==> src/rss_pkg.sv <==
/*
  rss_pkg: constants for the reset strap sampler (pin indices, masks,
  register offsets, reset values, phase codes, hand-back timing).
  Assumes a 40 MHz system clock and a plain one-cycle register port.
*/
package rss_pkg;

    // ==========================================================
    // strap pin indices within the 7-bit pin vectors
    localparam int BOOT_MEMORY_SELECT_PIN = 0;
    localparam int BUS_MASTER_PIN = 1;
    localparam int TIMER0_EXPIRED_PIN = 2;
    localparam int BUS_LOCK_PIN = 3;
    localparam int LINK1_BLOCK_COMPLETE_OUT = 4;
    localparam int LINK2_BLOCK_COMPLETE_OUT = 5;
    localparam int LINK3_BLOCK_COMPLETE_OUT = 6;
    localparam int NUM_PINS = 7;

    // ==========================================================
    // pull and drive masks, bit i belongs to pin index i
    localparam logic [6:0] RST_PULLDOWN_MASK = 7'h0f;
    localparam logic [6:0] RST_PULLUP_MASK = 7'h70;
    localparam logic [6:0] RUN_PULLUP_MASK = 7'h09;
    localparam logic [6:0] ID_DEPENDENT_MASK = 7'h09;
    localparam logic [6:0] RUN_DRIVEN_MASK = 7'h76;
    localparam logic [6:0] TEST_STRAP_MASK = 7'h70;
    localparam logic [6:0] STRAP_DEFAULT = 7'h70;

    // ==========================================================
    // register port map and reset values
    localparam int ADDR_W = 8;
    localparam logic [7:0] STATUS_OFFSET = 8'h00;
    localparam logic [7:0] SYSTEM_CONFIG_OFFSET = 8'h04;
    localparam logic [7:0] SDRAM_CONFIG_OFFSET = 8'h08;
    localparam logic [31:0] SYSTEM_CONFIG_RESET = 32'h0000_0000;
    localparam logic [31:0] SDRAM_CONFIG_RESET = 32'h0000_0000;

    // ==========================================================
    // hand-back timing: least time from capture to normal pin use
    localparam int CLK_PERIOD_PS = 25000;
    localparam int HANDBACK_TIME_NS = 100;
    localparam int HANDBACK_CYCLES_I =
        (HANDBACK_TIME_NS * 1000 + CLK_PERIOD_PS - 1) / CLK_PERIOD_PS;
    localparam logic [2:0] HANDBACK_LAST = 3'(HANDBACK_CYCLES_I - 1);

    // ==========================================================
    // phases of the sampler
    typedef enum logic [2:0] {
        PH_RESET = 3'h1,
        PH_HANDBACK = 3'h2,
        PH_RUN = 3'h4
    } rss_phase_t;

endpackage

==> src/rss_reset_strap_sampler.sv <==
/*
  rss_reset_strap_sampler: captures the strap pins at reset release, steers
  boot, interrupt, link width and config write policy, switches the strap
  pulls and hands the pins back to their normal use.
  Assumes pins and strobes synchronous to clk_in, register reads answered
  one cycle after the read strobe, and pad logic that resolves the pulls.
*/
// The plain strobed port and the register offsets were chosen for this implementation.
// What this block does
// - watch strap pins while reset is held
// - reset-time pulls give undriven pins defaults
// - capture straps at reset deassertion edge
// - hold captured level as strap configuration
// - return strap pins to normal use shortly
// - boot strap 0 boots at once
// - boot strap 1 idles until outside boot
// - irq strap 0 disabled level-sensitive interrupts
// - irq strap 1 enabled edge-sensitive interrupts
// - link strap selects 1-bit or 4-bit input
// - write strap: one-time or always writable configs
// - pulls follow reset, then pull-up or drive
// - id-dependent pulls only on processor id zero
`timescale 1ns/1ps
module rss_reset_strap_sampler
    import rss_pkg::*;
(
    input wire logic clk_in,
    input wire logic nrst_in,
    input wire logic [6:0] strap_pin_in,
    output logic [6:0] strap_pin_out,
    output logic [6:0] strap_pin_oe_out,
    output logic [6:0] pullup_en_out,
    output logic [6:0] pulldown_en_out,
    input wire logic [2:0] proc_id_in,
    input wire logic [6:0] func_data_in,
    input wire logic [6:0] func_oe_in,
    input wire logic ext_boot_in,
    output logic core_run_out,
    output logic boot_source_strap_out,
    output logic irq_enable_out,
    output logic irq_edge_out,
    output logic link_rx_width_strap_out,
    output logic config_write_policy_strap_out,
    output logic test_strap_fault_out,
    output logic [31:0] system_config_reg_out,
    output logic [31:0] sdram_config_reg_out,
    input wire logic [ADDR_W-1:0] addr_in,
    input wire logic [31:0] wdata_in,
    input wire logic wr_in,
    input wire logic rd_in,
    output logic [31:0] rdata_out
);

    // ==========================================================
    // state
    typedef struct packed {
        rss_phase_t phase;
        logic [2:0] cnt;
        logic [6:0] straps;
        logic run;
        logic [31:0] sys_cfg;
        logic sys_written;
        logic [31:0] sdr_cfg;
        logic sdr_written;
        logic [31:0] rdata;
        logic [6:0] pin_out;
        logic [6:0] pin_oe;
        logic test_fault;
    } rss_state_t;

    rss_state_t st_ff;
    rss_state_t nxt_st;
    logic [6:0] pullup_ff;
    logic [6:0] pulldown_ff;
    logic [6:0] nxt_pullup;
    logic [6:0] nxt_pulldown;
    logic id_zero;

    // a config register takes a write if always writable or not yet written
    function automatic logic write_allowed(input logic policy, input logic written);
        write_allowed = policy | ~written;
    endfunction

    // ==========================================================
    // next state
    always_comb begin
        nxt_st = st_ff;
        nxt_st.rdata = 32'h0000_0000;
        case (st_ff.phase)
            PH_RESET: begin
                // first edge after release latches the pin levels
                nxt_st.straps = strap_pin_in;
                nxt_st.test_fault = ((strap_pin_in ^ STRAP_DEFAULT) & TEST_STRAP_MASK) != 7'h00;
                nxt_st.cnt = 3'h0;
                nxt_st.phase = PH_HANDBACK;
            end
            PH_HANDBACK: begin
                if (st_ff.cnt == HANDBACK_LAST) begin
                    nxt_st.phase = PH_RUN;
                end else begin
                    nxt_st.cnt = st_ff.cnt + 3'h1;
                end
            end
            PH_RUN: begin
                nxt_st.phase = PH_RUN;
            end
            default: begin
                nxt_st.phase = PH_RESET;
            end
        endcase
        // boot control
        if (nxt_st.phase == PH_RUN) begin
            if (!st_ff.straps[BOOT_MEMORY_SELECT_PIN]) begin
                nxt_st.run = 1'b1;
            end else if (ext_boot_in && st_ff.phase == PH_RUN) begin
                nxt_st.run = 1'b1;
            end
        end
        // pins: released only in normal operation
        if (nxt_st.phase == PH_RUN) begin
            nxt_st.pin_out = func_data_in;
            nxt_st.pin_oe = RUN_DRIVEN_MASK | (func_oe_in & ~RUN_DRIVEN_MASK);
        end else begin
            nxt_st.pin_out = 7'h00;
            nxt_st.pin_oe = 7'h00;
        end
        // register writes
        if (wr_in && st_ff.phase == PH_RUN) begin
            if (addr_in == SYSTEM_CONFIG_OFFSET &&
                write_allowed(st_ff.straps[BUS_LOCK_PIN], st_ff.sys_written)) begin
                nxt_st.sys_cfg = wdata_in;
                nxt_st.sys_written = 1'b1;
            end
            if (addr_in == SDRAM_CONFIG_OFFSET &&
                write_allowed(st_ff.straps[BUS_LOCK_PIN], st_ff.sdr_written)) begin
                nxt_st.sdr_cfg = wdata_in;
                nxt_st.sdr_written = 1'b1;
            end
        end
        // register reads, unmapped reads return zero
        if (rd_in) begin
            case (addr_in)
                STATUS_OFFSET: begin
                    nxt_st.rdata = {21'h000000, st_ff.sdr_written, st_ff.sys_written,
                                    st_ff.run, st_ff.phase == PH_RUN, st_ff.straps};
                end
                SYSTEM_CONFIG_OFFSET: begin
                    nxt_st.rdata = st_ff.sys_cfg;
                end
                SDRAM_CONFIG_OFFSET: begin
                    nxt_st.rdata = st_ff.sdr_cfg;
                end
                default: begin
                    nxt_st.rdata = 32'h0000_0000;
                end
            endcase
        end
    end

    always_ff @(posedge clk_in or negedge nrst_in) begin
        if (!nrst_in) begin
            st_ff.phase <= PH_RESET;
            st_ff.cnt <= 3'h0;
            st_ff.straps <= STRAP_DEFAULT;
            st_ff.run <= 1'b0;
            st_ff.sys_cfg <= SYSTEM_CONFIG_RESET;
            st_ff.sys_written <= 1'b0;
            st_ff.sdr_cfg <= SDRAM_CONFIG_RESET;
            st_ff.sdr_written <= 1'b0;
            st_ff.rdata <= 32'h0000_0000;
            st_ff.pin_out <= 7'h00;
            st_ff.pin_oe <= 7'h00;
            st_ff.test_fault <= 1'b0;
        end else begin
            st_ff <= nxt_st;
        end
    end

    // ==========================================================
    // pull control: follows the phase and the processor id each clock
    assign id_zero = (proc_id_in == 3'h0);

    always_comb begin
        if (st_ff.phase == PH_RUN || st_ff.phase == PH_HANDBACK) begin
            nxt_pullup = RUN_PULLUP_MASK;
            nxt_pulldown = 7'h00;
        end else begin
            nxt_pullup = RST_PULLUP_MASK;
            nxt_pulldown = RST_PULLDOWN_MASK;
        end
        if (!id_zero) begin
            nxt_pullup = nxt_pullup & ~ID_DEPENDENT_MASK;
            nxt_pulldown = nxt_pulldown & ~ID_DEPENDENT_MASK;
        end
    end

    always_ff @(posedge clk_in) begin
        pullup_ff <= nxt_pullup;
        pulldown_ff <= nxt_pulldown;
    end

    // ==========================================================
    // outputs
    assign strap_pin_out = st_ff.pin_out;
    assign strap_pin_oe_out = st_ff.pin_oe;
    assign pullup_en_out = pullup_ff;
    assign pulldown_en_out = pulldown_ff;
    assign core_run_out = st_ff.run;
    assign boot_source_strap_out = st_ff.straps[BOOT_MEMORY_SELECT_PIN];
    assign irq_enable_out = st_ff.straps[BUS_MASTER_PIN];
    assign irq_edge_out = st_ff.straps[BUS_MASTER_PIN];
    assign link_rx_width_strap_out = st_ff.straps[TIMER0_EXPIRED_PIN];
    assign config_write_policy_strap_out = st_ff.straps[BUS_LOCK_PIN];
    // a test strap latched away from default is flagged
    assign test_strap_fault_out = st_ff.test_fault;
    assign system_config_reg_out = st_ff.sys_cfg;
    assign sdram_config_reg_out = st_ff.sdr_cfg;
    assign rdata_out = st_ff.rdata;
endmodule

==> config.mk <==
export PLATFORM = sky130hd
export DESIGN_NAME = rss_reset_strap_sampler
export DESIGN_NICKNAME = d
export VERILOG_FILES = /design/src/rss_pkg.sv /design/src/rss_reset_strap_sampler.sv
export SDC_FILE = /design/constraint.sdc
export NUM_CORES = 1
export LEC_CHECK = 0
export BUFFER_PORTS_ARGS = -buffer_cell sky130_fd_sc_hd__buf_4
export CELL_PAD_IN_SITES_DETAIL_PLACEMENT = 1
export CELL_PAD_IN_SITES_GLOBAL_PLACEMENT = 2
export CORE_UTILIZATION = 32
export DETAILED_ROUTE_END_ITERATION = 8
export MAX_ROUTING_LAYER = met4
export PLACE_DENSITY_LB_ADDON = 0.1
export SLEW_MARGIN = 15
export SYNTH_ARGS = -nofsm -noshare
export SYNTH_HDL_FRONTEND = slang
export SYNTH_SLANG_ARGS = --single-unit
==> constraint.sdc <==
create_clock -name clk_in -period 2.3 [get_ports clk_in]
set_input_delay 0.23 -clock clk_in [delete_from_list [all_inputs] [get_ports clk_in]]
set_output_delay 0.23 -clock clk_in [all_outputs]
set_load 0.005 [all_outputs]
# --- Yosys cells after proc, flatten, opt, wreduce, memory -nomap -nowiden ---
# Cells that the tools add are included.
totals:
  reg_bits: 141
  in_bits: 69
  output_inout_bits: 131
  elab_cells: 55
classes:
  n_addsub: 1
  eq_ne: 9
  n_mux: 11
  bitwise: 5
  n_reduce_logical: 13
ops:
  columns: ["cell", "count"]
  rows:
  - ["$pmux 32 s3", 1]
  - ["$mux 32", 1]
  - ["$mux 14", 1]
  - ["$pmux 3 s3", 1]
  - ["$eq 8x3->1 const B", 1]
  - ["$eq 8x4->1 const B", 1]
  - ["$logic_not 8->1", 1]
  - ["$reduce_and 2->1", 4]
  - ["$mux 7", 1]
  - ["$reduce_bool 7->1", 1]
  - ["$eq 3x2->1 const B", 2]
  - ["$eq 3x3->1 const B", 2]
  - ["$mux 3", 2]
  - ["$pmux 3 s2", 1]
  - ["$logic_and 1x1->1", 4]
  - ["$mux 4", 1]
  - ["$add 3x1->3 const B", 1]
  - ["$eq 3x1->1 const B", 1]
  - ["$logic_not 3->1", 1]
  - ["$not 3->3", 1]
  - ["$mux 1", 2]
  - ["$ne 2x1->1 const B", 1]
  - ["$ne 2x2->1 const B", 1]
  - ["$not 1->1", 2]
  - ["other kinds (3)", 4]

# --- Logic depth before layout (Yosys ltp) ---
depth:
  depth_word: 5
  depth_mapped: 7
  ltp_nobuf: 6

# --- Least setup slack after synthesis ---
# Ideal clock, no wire load.
synth_path:
  path_kind: "reg2reg"
  start: "register st_ff[125] (netlist bit)"
  end: "register st_ff, in the netlist system_config_reg_out[10]"
  setup_ns: 0.125
  arrival_time_ns: 1.524
  required_time_ns: 2.175
  setup_slack_ns: 0.651
  path_stages_with_launch: 6
  n_path_buf: 1
  synth_period_minus_slack_ns: 1.649
  cell_sequence: "dfrtp_1 > nor3b_2 > nand4_4 > nor2_4 > buf_6 > mux2_2"
synth_between:
  elab_chain_len: 3
synth_lines:
  columns: ["item", "line", "source"]
  rows:
  - ["from (decl)", "rss_reset_strap_sampler.sv:71", "rss_state_t st_ff;"]
  - ["from (signal assigned)", "rss_reset_strap_sampler.sv:175", "st_ff <= nxt_st;"]
  - ["$eq 3x3->1", "rss_reset_strap_sampler.sv:128", "if (wr_in && st_ff.phase == PH_RUN) begin"]
  - ["$logic_and 1x1->1", "rss_reset_strap_sampler.sv:128", null]
  - ["$reduce_and 2->1 (no source line)", null, null]
# No other way between the ends.
# A chain may end at the register's enable or synchronous reset.

# --- Worst setup path after layout ---
layout_path:
  start: "register st_ff[125] (netlist bit)"
  end: "register st_ff, in the netlist sdram_config_reg_out[0]"
# The elaborated chain is that of the path after synthesis.

==> impl_metrics.py <==
metrics = {
    "synthesis": {
        "synth_top_area_share_pct": 49.36,
        "synth.most_common_cell": "buf_4",
        "ys.flop_type": "dfrtp_1",
        "synth_seq_cells": 126,
        "synth_area_leaders": "dfrtp_1 49%, buf_4 15%, mux2_4 7.5%",
        "synth_cell_types": 39,
        "synthTopCellsByCount": "122 x buf_4, 119 x dfrtp_1, 48 x nor2_1, 33 x mux2_2, 30 x mux2_4",
        "synth_edf_count": 0,
        "yosys_warnings": 0,
        "async_flop_share_pct": 97.62,
        "postSynthAreaPerCell_um2": 12.34,
        "synth_top_area_cell": "dfrtp_1",
        "yosysSeqAreaShare_pct": 52.09,
        "synth_area_um2": 6033,
        "synth_cells": 489,
    },
    "timing": {
        "final_max_slew_viol_count": 0,
        "tns_ns": 0,
        "fin_crit_ns": 1.963,
        "relSlewSlack_pct": 58.51,
        "worst_pin_slew_ns": 0.6223,
        "setup_violations": 0,
        "fin_crit_sh_pct": 85.34,
        "fin_ws_ns": 0.3373,
        "max_freq_mhz": 509.5,
        "rsz0062_at_grt": "no",
        "finalHoldViolCount": 0,
        "fin_skew_ns": 0.008372,
    },
    "critical_path": {
        "ff2ff_setup_slack_ns": 0.34,
        "cp-startpoint": "st_ff[125]",
        "crit_type": "flip-flop to flip-flop",
        "cp-start-kind": "flip-flop",
        "ff2ff_path_depth": 5,
        "critical_path_required_ns": 2.59,
        "timing.rr.start": "st_ff[125]",
        "path_max_fanout": 16,
        "crit_arrival_ns": 2.25,
        "reg2reg_to": "sdram_config_reg_out[0]",
        "end_kind": "flip-flop",
    },
    "power_and_ir_drop": {
        "p_per_area_nw_per_um2": 745.4,
        "ir_drop_mv": 0.4667,
        "p_leak_nw": 3.769,
    },
    "die": {
        "dieArea_um2": 19410,
        "core_area_um2": 18210,
        "die_h_um": 139.3,
        "die_w_um": 139.3,
        "start_util_pct": 33.13,
        "core.rowCount": 49,
        "io_pins": 200,
    },
    "grt": {
        "antenna_found_initial": 0,
        "grt_pass1_vias": 4013,
        "overflow": 0,
        "grt_max_degree": 41,
        "track_usage_pct": 16.45,
        "grt_first_pass_wirelength_um": 23340,
    },
    "placement": {
        "dp_hpwl_um": 10170,
        "gp_congestion": 0.7131,
        "io_buffer_count": 189,
        "placed_area_um2": 6869,
        "place_ws_ns": 0.3098,
    },
    "finish": {
        "synthToLayoutAreaGrowth_pct": 25.22,
        "fin_util_pct": 41.49,
        "antennaDiodeCount": 0,
        "finish.instance_area_um2": 7555,
        "drive_above_1_share_pct": 52.71,
        "final_nets": 648,
        "fill_cells": 1939,
    },
    "clocking": {
        "clock_latency_ns": 0.41,
        "cts_sinks": 126,
        "cts_tree": "built",
        "cts.repair.resized": 0,
        "clk_path_buf_depth": 2,
        "cts_root_buf": "clkbuf_16",
        "path_clk_slew_ns": 0.06,
        "cts_buffers": 17,
        "h-tree-depth": 4,
    },
    "routing": {
        "vias_per_cell": 4.534,
        "route.vias.total": 3713,
        "dr.pass1.iters": 4,
        "postRouteAntennaNets": 0,
        "drc_errors": 0,
        "drt_iter0_markers": 109,
        "wl_per_cell_um": 18.00,
        "wl_um": 14750,
    },
    "min_path": {
        "hold_end": "strap_pin_out[2]",
        "hp-start": "func_data_in[2]",
        "hold_depth": 2,
        "hold_path_class": "input port to flip-flop",
    },
    "outcome": {
        "status": "completed",
    },
    "run": {
        "drv_cap": 0,
    },
}
routing by layer:
metal	GRT usage (%)	part of all wire, %	vias to the layer above
met5	-	0	-
met4	6.374	1.3	0
met3	3.269	3.9	14
met2	27.08	51	108
met1	19.84	44	1893
li1	-	-	1698
worst max path at each step:
stage / end / slack [ns] / cells after the start
4_1_cts: sdram_config_reg_out[31] / 0.29 / 5
5_1_grt: sdram_config_reg_out[31] / 0.21 / 5
3_5_place_dp: sdram_config_reg_out[0] / 0.31 / 5
6_report: sdram_config_reg_out[0] / 0.34 / 5
3_3_place_gp: sdram_config_reg_out[31] / 0.33 / 5
2_1_floorplan: system_config_reg_out[10] / 0.65 / 5
worst max-delay path, cell delays in order (launching register included):
cell     delay, ns
dfrtp_1       0.47
nor3b_2       0.29
nand4_4       0.22
nor2_8        0.29
buf_12        0.23
mux2_1        0.34
kinds of logic (layout without fill, tap and decap cells):
kind of cell / Yosys count / after routing / synth area share, %
flip-flops: 126 / 126 / 52.09
AO/OA/AOI/OAI: 50 / 50 / 5.433
AND/OR/NAND/NOR: 79 / 79 / 6.968
other: 1 / 5 / 0.06216
buffers and inverters: 149 / 246 / 18.08
multiplexers: 82 / 82 / 16.94
adder cells (fa/ha/maj): 2 / 2 / 0.4147
cell usage in the layout, fill, tap and decap left out, types with 3 or more instances in the layout:
cell type,synthesis,final
dfxtp_1,3,3
conb_1,1,5
mux2i_1,11,11
inv_6,0,3
mux2_1,8,8
a22oi_1,22,22
dlygate4sd3_1,0,5
nand2b_1,3,3
bufinv_16,0,4
inv_1,7,7
nand2_1,3,3
and2_1,9,9
nor2_1,48,48
clkbuf_16,0,17
o21ai_0,3,3
clkinv_4,0,5
mux2_4,30,30
nor3_1,3,3
buf_4,122,197
mux2_2,33,33
dfstp_2,4,4
a21oi_1,16,16
dfrtp_1,119,119
buf_12,3,5
final cells by class:
cell class	instances	area (µm²)	share of cell area, %
sequential	126	3143	41.60
multi-input combinational	218	1834	24.28
timing repair buffer	207	1629	21.56
clock buffer	17	425.4	5.631
tap	229	286.5	3.793
clock inverter	15	210.2	2.782
inverter	7	26.28	0.3478
report_power, final:
group	internal [mW]	leakage, nW	switching (mW)	total (mW)
registers	2.28	1.66	0.0510	2.34
clock network	1.83	0.304	1.06	2.89
logic	0.233	1.81	0.175	0.408
metrics by stage:
| step | power, mW | std cells | hold slack (ns) |
|---|---|---|---|
| after floorplan | 2.577 | 493 | -0.06559 |
| after global placement | 2.779 | 782 | 0.2579 |
| after detailed placement | 2.791 | 782 | 0.2594 |
| after CTS | 5.728 | 819 | 0.006056 |
| after global routing | 5.860 | 819 | 0.01324 |
| final | 5.631 | 819 | 0.02585 |
sequential cells by signal (all words and copies together), names as in the netlist:
signal,cells
strap_pin_out,7
irq_edge_out,1
pullup_en_out,1
st_ff,11
config_write_policy_strap_out,1
boot_source_strap_out,1
system_config_reg_out,32
sdram_config_reg_out,32
core_run_out,1
strap_pin_oe_out,3
pulldown_en_out,2
rdata_out,32
link_rx_width_strap_out,1
test_strap_fault_out,1
what timing repair did:
action	in CTS	in global routing
setup buffers	0	0
endpoints found under the hold margin	36	0
hold buffers	5	0
No activity file was read; power rests on OpenSTA's default activity.
